==> config.mk <==
export PLATFORM = sky130hd
export DESIGN_NAME = watchdog_timer
export DESIGN_NICKNAME = d
export VERILOG_FILES = /design/src/watchdog_timer.v /design/src/wdt_down_counter.v /design/src/wdt_tick_divider.v
export VERILOG_INCLUDE_DIRS = /design/src
export SDC_FILE = /design/constraint.sdc
export NUM_CORES = 1
export LEC_CHECK = 0
export BUFFER_PORTS_ARGS = -buffer_cell sky130_fd_sc_hd__buf_2
export CORE_MARGIN = 10
export CORE_UTILIZATION = 43
export DETAILED_ROUTE_END_ITERATION = 6
export GPL_TIMING_DRIVEN = 0
export SLEW_MARGIN = 40
export SYNTH_ARGS = -nofsm -noshare
export SYNTH_HDL_FRONTEND = slang
export SYNTH_HIERARCHICAL = 1
export SYNTH_SLANG_ARGS = --single-unit
==> constraint.sdc <==
create_clock -name aclk -period 6.6 [get_ports aclk]
set_input_delay 1.32 -clock aclk [delete_from_list [all_inputs] [get_ports aclk]]
set_output_delay 1.32 -clock aclk [all_outputs]
set_load 0.05 [all_outputs]
==> src/watchdog_timer_defines.vh <==
// Purpose: Constants for the watchdog timer: register offsets, field positions, reset values, timing counts.
// Assumes: Included by its bare name from every design file of the watchdog.
// Notes:   Definitions only; no logic lives here.
`ifndef WATCHDOG_TIMER_DEFINES_VH
`define WATCHDOG_TIMER_DEFINES_VH

// ==========================================================================
// Register map (byte addresses on the AXI4-Lite bus)
`define ADDR_W              8
`define REG_RELOAD_UPPER    8'h00
`define REG_RELOAD_HIGH     8'h04
`define REG_RELOAD_LOW      8'h08
`define REG_CONTROL         8'h0c
`define REG_REFRESH         8'h10
`define REG_STATE           8'h14
`define REG_COUNT           8'h18
`define REG_IRQ_STATUS      8'h1c
`define REG_IRQ_CLEAR       8'h20
`define REG_IRQ_ENABLE      8'h24

// ==========================================================================
// Field positions
`define CTRL_RESPONSE_BIT   0
`define STATE_RUNNING_BIT   0
`define STATE_PENDING_BIT   1
`define STATE_ALWAYS_ON_BIT 2
`define EVT_TIMEOUT_BIT     0
`define EVT_IGNORED_BIT     1
`define EVT_W               2

// ==========================================================================
// Reset values and counter limits
`define COUNT_W             24
`define RELOAD_RESET        24'h000400
`define CTRL_RESET          1'b0
`define REFRESH_LOCK_COUNT  24'h000002
`define RELOAD_MIN          24'h000004
`define COUNT_ONE           24'h000001
`define RESP_OKAY           2'b00
`define RESP_SLVERR         2'b10

// ==========================================================================
// Timing: the watchdog oscillator tick derived from the 25 MHz bus clock
`define CLK_PERIOD_NS       40
`define WDT_OSC_PERIOD_NS   100000
`define WDT_TICK_CYCLES     (`WDT_OSC_PERIOD_NS / `CLK_PERIOD_NS)
`define TICK_CNT_W          12

`endif

==> src/watchdog_timer.v <==
// Purpose: Reloadable 24-bit watchdog timer with an AXI4-Lite register port.
// Assumes: aclk at 25 MHz; the oscillator rate is made by dividing it down.
// Notes:   A time-out either pulses a device reset request or raises an interrupt.
//
// How it works
// - Each refresh above count 000002H restarts the countdown; terminal count fires the selected response.
// - Control bit picks the response: device reset request or interrupt.
// - Counter steps on a dedicated 10 kHz tick, not the bus clock rate.
// - Only two states, off and on; once on it counts until reset.
// - Writing the refresh register, or the always-on option bit set at reset release, enables it.
// - With the always-on option bit set, counting starts right after reset.
// - Reload value is upper, high and low bytes joined, upper most significant.
// - Time-out lasts reload value ticks of 100 us, so reload/10 milliseconds.
// - At count 000002H or below, refresh attempts are ignored.
//
// The address map and the AXI4-Lite interface to the registers were chosen for this implementation.
`timescale 1ns/1ps
`default_nettype none
`include "watchdog_timer_defines.vh"

module watchdog_timer
(
   input  wire                   aclk,
   input  wire                   aresetn,
   input  wire                   always_on_option_bit,
   input  wire [`ADDR_W-1:0]     awaddr,
   input  wire                   awvalid,
   output reg                    awready,
   input  wire [31:0]            wdata,
   input  wire [3:0]             wstrb,
   input  wire                   wvalid,
   output reg                    wready,
   output reg  [1:0]             bresp,
   output reg                    bvalid,
   input  wire                   bready,
   input  wire [`ADDR_W-1:0]     araddr,
   input  wire                   arvalid,
   output reg                    arready,
   output reg  [31:0]            rdata,
   output reg  [1:0]             rresp,
   output reg                    rvalid,
   input  wire                   rready,
   output reg                    wdt_reset_request,
   output reg                    irq
);

   localparam ST_OFF = 1'b0;
   localparam ST_ON  = 1'b1;
   // Full reset reload word, so each byte register takes its own slice of it.
   localparam [`COUNT_W-1:0] RELOAD_INIT = `RELOAD_RESET;

   // ==========================================================================
   // Declarations
   reg  [7:0]              reload_upper_byte;
   reg  [7:0]              reload_high_byte;
   reg  [7:0]              reload_low_byte;
   reg                     response_is_irq;
   reg                     state;
   reg                     next_state;
   reg                     refresh_pending;
   reg                     boot_pending;
   reg                     always_on_seen;
   reg  [`EVT_W-1:0]       irq_status;
   reg  [`EVT_W-1:0]       irq_enable;
   reg  [`ADDR_W-1:0]      wr_addr;
   reg                     aw_held;
   reg  [31:0]             wr_data;
   reg  [3:0]              wr_strb;
   reg                     w_held;
   reg                     cnt_load;
   reg                     cnt_dec;
   reg                     timeout_evt;
   reg                     ignored_evt;
   reg  [31:0]             next_rdata;
   reg  [1:0]              next_rresp;
   reg                     wr_ok;
   reg  [`EVT_W-1:0]       clear_bits;
   wire                    tick;
   wire [`COUNT_W-1:0]     count;
   wire [`COUNT_W-1:0]     reload_value;
   wire                    do_write;
   wire                    do_read;
   wire                    wr_byte0;
   wire                    refresh_write;
   wire                    refresh_allowed;

   // Reload value assembly, upper byte most significant.
   assign reload_value = {reload_upper_byte, reload_high_byte, reload_low_byte};

   // ==========================================================================
   // Oscillator tick and counter
   // The 10 kHz tick is an enable; the whole block stays on one clock.
   wdt_tick_divider u_tick
   (
      .aclk       (aclk),
      .aresetn    (aresetn),
      .tick       (tick)
   );

   wdt_down_counter u_counter
   (
      .aclk       (aclk),
      .aresetn    (aresetn),
      .load       (cnt_load),
      .load_value (reload_value),
      .dec        (cnt_dec),
      .count      (count)
   );

   // ==========================================================================
   // AXI4-Lite write channel
   // Address and data are captured independently and may come in either order.
   assign do_write      = aw_held && w_held && !bvalid;
   assign wr_byte0      = wr_strb[0];
   assign refresh_write = do_write && (wr_addr == `REG_REFRESH) && wr_byte0;

   always @(posedge aclk)
   begin
      if (!aresetn)
      begin
         aw_held <= 1'b0;
         w_held  <= 1'b0;
         awready <= 1'b0;
         wready  <= 1'b0;
         wr_addr <= {`ADDR_W{1'b0}};
         wr_data <= 32'h00000000;
         wr_strb <= 4'h0;
         bvalid  <= 1'b0;
         bresp   <= `RESP_OKAY;
      end
      else
      begin
         awready <= !aw_held && !(awvalid && awready);
         wready  <= !w_held && !(wvalid && wready);
         if (awvalid && awready)
         begin
            aw_held <= 1'b1;
            wr_addr <= awaddr;
         end
         if (wvalid && wready)
         begin
            w_held  <= 1'b1;
            wr_data <= wdata;
            wr_strb <= wstrb;
         end
         if (do_write)
         begin
            aw_held <= 1'b0;
            w_held  <= 1'b0;
            bvalid  <= 1'b1;
            bresp   <= wr_ok ? `RESP_OKAY : `RESP_SLVERR;
         end
         else if (bvalid && bready)
            bvalid <= 1'b0;
      end
   end

   // Write address decode; read-only registers answer with an error.
   always @*
   begin
      case (wr_addr)
         `REG_RELOAD_UPPER : wr_ok = 1'b1;
         `REG_RELOAD_HIGH  : wr_ok = 1'b1;
         `REG_RELOAD_LOW   : wr_ok = 1'b1;
         `REG_CONTROL      : wr_ok = 1'b1;
         `REG_REFRESH      : wr_ok = 1'b1;
         `REG_IRQ_CLEAR    : wr_ok = 1'b1;
         `REG_IRQ_ENABLE   : wr_ok = 1'b1;
         default           : wr_ok = 1'b0;
      endcase
   end

   // ==========================================================================
   // Software registers
   // Reload bytes are not range checked; a value below the minimum is the writer's fault.
   always @(posedge aclk)
   begin
      if (!aresetn)
      begin
         reload_upper_byte <= RELOAD_INIT[23:16];
         reload_high_byte  <= RELOAD_INIT[15:8];
         reload_low_byte   <= RELOAD_INIT[7:0];
         response_is_irq   <= `CTRL_RESET;
         irq_enable        <= {`EVT_W{1'b0}};
      end
      else if (do_write && wr_byte0)
      begin
         case (wr_addr)
            `REG_RELOAD_UPPER : reload_upper_byte <= wr_data[7:0];
            `REG_RELOAD_HIGH  : reload_high_byte  <= wr_data[7:0];
            `REG_RELOAD_LOW   : reload_low_byte   <= wr_data[7:0];
            `REG_CONTROL      : response_is_irq   <= wr_data[`CTRL_RESPONSE_BIT];
            `REG_IRQ_ENABLE   : irq_enable        <= wr_data[`EVT_W-1:0];
            default           : ;
         endcase
      end
   end

   // ==========================================================================
   // Watchdog control
   // A refresh can only restart the count while the count is above the lock value.
   assign refresh_allowed = (count > `REFRESH_LOCK_COUNT);

   always @*
   begin
      next_state  = state;
      cnt_load    = 1'b0;
      cnt_dec     = 1'b0;
      timeout_evt = 1'b0;
      ignored_evt = 1'b0;
      case (state)
         ST_OFF :
         begin
            // Either enable source starts the count from the full reload value.
            if (refresh_write || (boot_pending && always_on_option_bit))
            begin
               next_state = ST_ON;
               cnt_load   = 1'b1;
            end
         end
         ST_ON :
         begin
            // No path back to off: only a reset stops it.
            if (tick)
            begin
               if (refresh_pending && refresh_allowed)
                  cnt_load = 1'b1;
               else if (count <= `COUNT_ONE)
               begin
                  timeout_evt = 1'b1;
                  cnt_load    = 1'b1;
               end
               else
                  cnt_dec = 1'b1;
               if (refresh_pending && !refresh_allowed)
                  ignored_evt = 1'b1;
            end
         end
         default : next_state = ST_OFF;
      endcase
   end

   // State, refresh request and the one-shot capture of the option bit.
   // The option bit is read on the first cycle after reset release, never under reset.
   always @(posedge aclk)
   begin
      if (!aresetn)
      begin
         state           <= ST_OFF;
         refresh_pending <= 1'b0;
         boot_pending    <= 1'b1;
         always_on_seen  <= 1'b0;
      end
      else
      begin
         state        <= next_state;
         boot_pending <= 1'b0;
         if (boot_pending)
            always_on_seen <= always_on_option_bit;
         // A new refresh beats the tick that consumes the old one.
         if (refresh_write && state == ST_ON)
            refresh_pending <= 1'b1;
         else if (tick)
            refresh_pending <= 1'b0;
      end
   end

   // ==========================================================================
   // Time-out response and interrupt status
   // Status bits are sticky; an event in the clearing cycle wins over the clear.
   always @*
   begin
      clear_bits = {`EVT_W{1'b0}};
      if (do_write && wr_byte0 && wr_addr == `REG_IRQ_CLEAR)
         clear_bits = wr_data[`EVT_W-1:0];
   end

   always @(posedge aclk)
   begin
      if (!aresetn)
      begin
         irq_status        <= {`EVT_W{1'b0}};
         irq               <= 1'b0;
         wdt_reset_request <= 1'b0;
      end
      else
      begin
         irq_status[`EVT_TIMEOUT_BIT] <= (timeout_evt && response_is_irq) ||
                                         (irq_status[`EVT_TIMEOUT_BIT] && !clear_bits[`EVT_TIMEOUT_BIT]);
         irq_status[`EVT_IGNORED_BIT] <= ignored_evt ||
                                         (irq_status[`EVT_IGNORED_BIT] && !clear_bits[`EVT_IGNORED_BIT]);
         irq               <= |(irq_status & irq_enable);
         wdt_reset_request <= timeout_evt && !response_is_irq;
      end
   end

   // ==========================================================================
   // AXI4-Lite read channel
   // One read at a time; arready drops while a read answer is outstanding.
   assign do_read = arvalid && arready;

   always @*
   begin
      next_rdata = 32'h00000000;
      next_rresp = `RESP_OKAY;
      case (araddr)
         `REG_RELOAD_UPPER : next_rdata[7:0] = reload_upper_byte;
         `REG_RELOAD_HIGH  : next_rdata[7:0] = reload_high_byte;
         `REG_RELOAD_LOW   : next_rdata[7:0] = reload_low_byte;
         `REG_CONTROL      : next_rdata[`CTRL_RESPONSE_BIT] = response_is_irq;
         `REG_REFRESH      : next_rdata = 32'h00000000;
         `REG_STATE        :
         begin
            next_rdata[`STATE_RUNNING_BIT]   = state;
            next_rdata[`STATE_PENDING_BIT]   = refresh_pending;
            next_rdata[`STATE_ALWAYS_ON_BIT] = always_on_seen;
         end
         `REG_COUNT        : next_rdata[`COUNT_W-1:0] = count;
         `REG_IRQ_STATUS   : next_rdata[`EVT_W-1:0] = irq_status;
         `REG_IRQ_CLEAR    : next_rdata = 32'h00000000;
         `REG_IRQ_ENABLE   : next_rdata[`EVT_W-1:0] = irq_enable;
         default           : next_rresp = `RESP_SLVERR;
      endcase
   end

   always @(posedge aclk)
   begin
      if (!aresetn)
      begin
         arready <= 1'b0;
         rvalid  <= 1'b0;
         rdata   <= 32'h00000000;
         rresp   <= `RESP_OKAY;
      end
      else
      begin
         arready <= !rvalid && !do_read;
         if (do_read)
         begin
            rvalid <= 1'b1;
            rdata  <= next_rdata;
            rresp  <= next_rresp;
         end
         else if (rvalid && rready)
            rvalid <= 1'b0;
      end
   end

endmodule
`default_nettype wire

==> src/wdt_down_counter.v <==
// Purpose: Loadable 24-bit down counter for the watchdog.
// Assumes: Load has priority over decrement.
// Notes:   Wraps are prevented by the caller, which reloads at terminal count.
`timescale 1ns/1ps
`default_nettype none
`include "watchdog_timer_defines.vh"

module wdt_down_counter
(
   input  wire                   aclk,
   input  wire                   aresetn,
   input  wire                   load,
   input  wire [`COUNT_W-1:0]    load_value,
   input  wire                   dec,
   output reg  [`COUNT_W-1:0]    count
);

   // ==========================================================================
   // Counter
   // Load wins so a reload can never lose against a decrement in the same cycle.
   always @(posedge aclk)
   begin
      if (!aresetn)
         count <= `RELOAD_RESET;
      else if (load)
         count <= load_value;
      else if (dec)
         count <= count - `COUNT_ONE;
   end

endmodule
`default_nettype wire

==> src/wdt_tick_divider.v <==
// Purpose: Divides the bus clock down to a one-cycle enable at the watchdog oscillator rate.
// Assumes: Single clock aclk, synchronous active-low reset.
// Notes:   Stands in for the dedicated RC oscillator; it runs free from reset.
`timescale 1ns/1ps
`default_nettype none
`include "watchdog_timer_defines.vh"

module wdt_tick_divider
(
   input  wire                   aclk,
   input  wire                   aresetn,
   output reg                    tick
);

   // The terminal count is worked out at full width and then cut to the counter width.
   localparam [31:0]            LAST_FULL = `WDT_TICK_CYCLES - 1;
   localparam [`TICK_CNT_W-1:0] LAST      = LAST_FULL[`TICK_CNT_W-1:0];

   reg [`TICK_CNT_W-1:0] div_count;

   // ==========================================================================
   // Divider
   // Free running so the tick phase never depends on software activity.
   always @(posedge aclk)
   begin
      if (!aresetn)
      begin
         div_count <= {`TICK_CNT_W{1'b0}};
         tick      <= 1'b0;
      end
      else if (div_count == LAST)
      begin
         div_count <= {`TICK_CNT_W{1'b0}};
         tick      <= 1'b1;
      end
      else
      begin
         div_count <= div_count + 1'b1;
         tick      <= 1'b0;
      end
   end

endmodule
`default_nettype wire
==> results.ini, run 1 <==
[status]
run_status=finished, final reports clean

[routing]
wire_per_inst_microns=17.72
via_per_inst=5.613
dr.pass1.iters=6
drcViolationCount=0
routed_wl_mm=15.89
ant_nets=0
vias=5035
first_iter_violations=340

[worst_setup_path]
crit_required_ps=6950
cp_num_buf_inv=1
slowest_stage=nor3b_1
cp_num_cells=9
r2r.worst_path.cells=9
path_common_cell=nor3b_1
cpLargestDelayFamily=simple AND/OR/NAND/NOR gates
cp-start-kind=flop
cp-startpoint=u_counter/count[16]
crit_chain=nor4_1 -> nand3_1 -> o31a_1 -> nor3b_1 -> nor3b_1 -> nand4_1 -> buf_2 -> or3_2 -> a31oi_1
slowest_delay_ps=660
r2r_end=u_counter/count[15]
cp-end-kind=flop
arrival_ps=4250
crit_type=reg -> reg
crit_end=u_counter/count[15]
reg2reg_from=u_counter/count[16]
cp_max_fo=10
regToRegSetupSlack_ps=2710

[synth]
synth_seq_cells=122
netlist_area_sq_um=5587
syn_avg_cell_area_sq_um=9.025
synth.distinct_cells=70
yosysWarningCount=6
async_flop_share_pct=0
synth-seq-area-share_pct=43.72
synth_edf_count=0
synth_ff_type=dfxtp_1
synthCells=619

[clocking]
cts_setup_buffers=0
ctsHoldBuffers=0
cts_root_buf=clkbuf_16
cts_buffers=17
clk_pin_slew_ps=60
cts_tree=built
cts_resized=0
cts_buffer_depth=2
clock_latency_ps=420
h-tree-depth=4
cts_sinks=122

[power_and_ir_drop]
p_per_area_nw_per_um2=290.4
finalPower_w=0.001973
p_leak_nw=2.758
ir_drop_v=0.0001410

[finish]
fin_cells=897
antenna_cells=0
final_nets=774
final_area_sq_um=6792
utilization_pct=53.60
drive_above_1_share_pct=20.55
syn2layout_area_growth_pct=21.57

[min_path]
hp-class=reg -> reg
worstHoldStart=rvalid

[timing]
clock_skew_ps=7.604
setup-tns-final_ps=0
period_share_pct=59.01
finalMaxSlewViolations=0
relSlewSlack_pct=49.15
rsz0062_at_grt=false
worst_slew_pin_slew_ps=761.1
max_freq_ghz=0.2568
final.min_clock_period_ps=3894
setup_viol=0
hold_violations=0

[global_routing]
grt_pass1_vias=4891
grt_max_degree=17
gr-total-overflow=0
grt_pass1_wl_mm=25.58
antenna_found_initial=0
grt_util_all_layers_pct=17.81

[floorplan]
io_pins=103
die_x_microns=134.0
core_sq_um=12670
fp.dieH_microns=134.0
start_util_pct=44.09
die_area_sq_um=17950
fp-row-count=41

[flow_run]
cap_violations=0

[placement]
place_inst=865
io_buffers=64
place_hpwl_mm=11.81
place_congestion=0.8762
placed_area_sq_um=6160

[cells by family (layout without fill, tap and decap cells)]
family,after synthesis,in the layout,share of synthesized area (%)
multiplexers,36,36,6.697
adder cells (fa/ha/maj),2,2,0.4479
buffers and inverters,58,155,4.882
AO/OA/AOI/OAI,159,159,18.90
flip-flops,122,122,43.72
AND/OR/NAND/NOR,229,229,23.40
XOR/XNOR,12,12,1.881
other,1,10,0.06712
[flip-flops by register name, indices dropped and copies added, names as in the netlist, 2 cells and up]
name,count
rdata,24
reload_high_byte,8
irq_status,2
reload_upper_byte,8
wr_data,8
u_counter/count,24
u_tick/div_count,12
wr_addr,8
irq_enable,2
reload_low_byte,8
[per-layer routing]
layer | wire length (microns) | part of all wire (%) | track usage [%] | up-vias
li1 | - | - | - | 2469
met3 | 838 | 5.3 | 5.452 | 16
met5 | 0 | 0 | 0 | -
met2 | 7490 | 47 | 28.83 | 144
met4 | 180 | 1.1 | 5.260 | 0
met1 | 7382 | 46 | 22.26 | 2406
[layout make-up]
class	instances	area (sq um)
fill	1238	5879
clock buffer	18	429.2
sequential	122	2442
tap	172	215.2
multi-input combinational	448	2905
inverter	11	41.29
buffer	47	231.5
timing repair buffer	65	324.1
clock inverter	14	202.7
[Yosys cell counts, types with 5 or more instances]
library cell  instances  area [sq um]
a211oi_1              7         52.55
a21oi_1              40         200.2
a22o_1               11         96.34
a22o_2               10         100.1
a31oi_1              11         68.82
and2_1                6         37.54
and4_1                5         43.79
buf_2                 8         40.04
buf_4                10         75.07
clkbuf_1             24         90.09
dfxtp_1             122          2442
inv_1                 9         33.78
mux2i_1              34         340.3
nand2_1              59         221.5
nand2b_1              8         50.05
nand3_1              16         80.08
nand3b_1              5         37.54
nand4_1               8         50.05
nor2_1               38         142.6
nor2b_1               6         37.54
nor3_1               14         70.07
nor4_1               10         62.56
o21ai_0              38         190.2
o22ai_1               5         31.28
o31ai_1              15         112.6
or3_1                 9         56.30
or3_2                 5         37.54
or4_1                12         90.09
xnor2_1               8         70.07
[report_power, final]
part | internal (W) | switching (W)
clock network | 0.000664 | 0.000333
logic | 0.0000640 | 0.000119
registers | 0.000761 | 0.0000321
total | 0.00149 | 0.000484
[worst register-to-register path, delay by kind of cell, from the launching register on]
kind / cells / cell delay (ps)
flip-flops: 1 / 370
AO/OA/AOI/OAI: 2 / 490
AND/OR/NAND/NOR: 6 / 2670
buffers and inverters: 1 / 290
[how the worst min path moves through the flow]
stage / endpoint / slack (ps) / depth (start not counted)
floorplan: wdt_reset_request / 420 / 1
global placement: arready / 430 / 1
detailed placement: arready / 440 / 1
CTS: arready / 450 / 1
global route: arready / 460 / 1
finish: arready / 440 / 1
[cell usage in the layout (no fill, tap or decap), drive strengths merged, types with 6 or more instances in the layout]
| cell type | netlist | routed |
|---|---|---|
| a211oi | 9 | 9 |
| a21oi | 40 | 40 |
| a22o | 21 | 21 |
| a31oi | 11 | 11 |
| and2 | 6 | 6 |
| buf | 23 | 88 |
| clkbuf | 24 | 42 |
| clkinv | 2 | 8 |
| conb | 1 | 10 |
| dfxtp | 122 | 122 |
| inv | 9 | 9 |
| mux2i | 34 | 34 |
| nand2 | 59 | 59 |
| nand2b | 8 | 8 |
| nand3 | 17 | 17 |
| nand4 | 11 | 11 |
| nor2 | 38 | 38 |
| nor2b | 6 | 6 |
| nor3 | 15 | 15 |
| nor4 | 12 | 12 |
| o21ai | 38 | 38 |
| o31ai | 15 | 15 |
| or3 | 14 | 14 |
| or4 | 14 | 14 |
| xnor2 | 8 | 8 |
[stage by stage]
step / setup slack, ps / hold WS (ps)
detailed placement: 2840 / 440.4
finish: 2706 / 442.3
global placement: 2850 / 430.5
CTS: 2803 / 448.4
global route: 2475 / 455.6
floorplan: 3688 / 417.0
(Power assumes the default switching activity.)
==> inputs of run 2 (changes only) <==
Settings changed: PLACE_DENSITY set to 0.67.
Clock period 6.6 ns to 3.5 ns, I/O delays scaled along.
==> run 2 against run 1 <==
  * Routed wire length fell by 3.4%
  * Worst setup slack got worse by 2500 ps
  * First-iteration DRC count rose by 20%
  * Largest cell class unchanged
  * Critical path type unchanged
  * Largest power group unchanged
==> results.ini, run 2 (synthesis results as in run 1) <==
[timing]
rsz0062_at_grt=false
period_share_pct=94.98
finalMaxSlewViolations=0
worst_slew_pin_slew_ps=624.1
max_freq_ghz=0.3008
relSlewSlack_pct=58.39
clock_skew_ps=10.46
setup_viol=0
post-route-worst-setup-slack_ps=175.7
hold_violations=0
setup-tns-final_ps=0
final.min_clock_period_ps=3324

[global_routing]
gr-total-overflow=0
grt_pass1_wl_mm=24.64
grt_max_degree=17
antenna_found_initial=0
grt_pass1_vias=4740
grt_util_all_layers_pct=16.96

[power_and_ir_drop]
seq_power_share_pct=44.5
p_per_area_nw_per_um2=502.5
p_leak_nw=2.720
swShare_pct=25.41
combPwrFrac_pct=10.3
pwr-share-clk_pct=45.2
p_int_w=0.002508
ir_drop_v=0.0002589
p_sw_w=0.0008543

[worst_setup_path]
crit_required_ps=3840
cp-end-kind=flop
crit_type=reg -> reg
cp_max_fo=10
cp-start-kind=flop
arrival_ps=3660

[routing]
first_iter_violations=409
routed_wl_mm=15.34
wire_per_inst_microns=17.20
vias=5049
via_per_inst=5.660
ant_nets=0
dr.pass1.iters=5
drcViolationCount=0

[clocking]
h-tree-depth=4
clock_latency_ps=420
cts_root_buf=clkbuf_16
cts_buffers=17
ctsHoldBuffers=0
cts_sinks=122
cts_setup_buffers=0
cts_tree=built
cts_buffer_depth=2
clk_pin_slew_ps=50

[floorplan]
die_area_sq_um=17950
fp-row-count=41
core_sq_um=12670
start_util_pct=44.09
fp.dieH_microns=134.0
die_x_microns=134.0
io_pins=103

[placement]
io_buffers=64
placed_area_sq_um=6167
place_inst=865
place_congestion=0.9319
place_ws_ps=-258.8
place_hpwl_mm=11.52

[finish]
final_nets=774
mostFrequentLayoutCells=dfxtp_1, buf_2, nand2_1
antenna_cells=0
reg_top3=rdata (24), u_counter/count (24), u_tick/div_count (12)
syn2layout_area_growth_pct=19.78
fill_cells=1258
final_area_sq_um=6691
mostFrequentLayoutCell=dfxtp_1
fin_cells=892
drive_above_1_share_pct=20.28

[flow_run]
cap_violations=0

[min_path]
hp-class=reg -> reg

[status]
run_status=finished, final reports clean

[run 2: cell count changes in the layout (fill, tap and decap cells not counted), sizes merged]
cell,delta
clkinv,-2
clkbuf,+5
buf,-1
bufinv,-5
clkdlybuf4s15,+1
clkinvlp,-3
[run 2: final timing paths]
check                       from                  end  slack, ps  cells past startpoint
max          u_counter/count[17]  u_counter/count[15]        180                      9
max reg2reg  u_counter/count[17]  u_counter/count[15]        180                      9
min                     rdata[1]             rdata[1]        450                      2
min reg2reg             rdata[1]             rdata[1]        450                      2
[run 2: final cells by class]
class	instances	area [sq um]	share of cell area [%]
inverters	11	41.29	0.6171
plain buffers	47	231.5	3.459
clock inverters	4	20.02	0.2992
multi-input cells	448	2922	43.66
well taps	172	215.2	3.216
repair buffers	65	331.6	4.955
clock buffers	23	488.0	7.292
flip-flops and latches	122	2442	36.50
[run 2: what timing repair did]
| item | CTS | global route |
|---|---|---|
| gates resized for setup | 2 | 1 |
| endpoints found under the hold margin | 0 | 0 |
| setup endpoints to repair | 6 | 1 |
[run 2: metrics by stage]
step / hold WS (ps) / utilization, % / power, W
after floorplan: 417.0 / - / 0.001756
after global placement: 428.1 / 48.58 / 0.001854
after detailed placement: 446.2 / 48.67 / 0.001865
after CTS: 458.2 / 52.76 / 0.003388
after global routing: 480.8 / 52.81 / 0.003491
final: 450.4 / 52.81 / 0.003363
[run 2: per-layer routing]
| layer | global-route usage (%) | vias up | share of wire (%) |
|---|---|---|---|
| met1 | 22.12 | 2401 | 46 |
| met5 | 0 | - | 0 |
| met3 | 4.817 | 21 | 6.5 |
| li1 | - | 2470 | - |
| met4 | 5.683 | 0 | 1.6 |
| met2 | 26.29 | 157 | 46 |
[run 2: worst max-delay path, stage by stage, from the launching register on]
cell	delay, ps
dfxtp_1	360
nor4_1	350
nand3_1	250
o31a_1	370
nor3b_4	310
nor3b_2	410
nand4_1	260
buf_2	270
or3_2	470
a31oi_1	180
[run 2: power by group through the flow]
| stage | Combinational, W | Clock, W | Sequential [W] |
|---|---|---|---|
| after global routing | 0.000379 | 0.00161 | 0.00150 |
| final | 0.000346 | 0.00152 | 0.00150 |
| after global placement | 0.000334 | 0 | 0.00152 |
| after floorplan | 0.000235 | 0 | 0.00152 |
| after CTS | 0.000344 | 0.00155 | 0.00149 |
| after detailed placement | 0.000342 | 0 | 0.00152 |
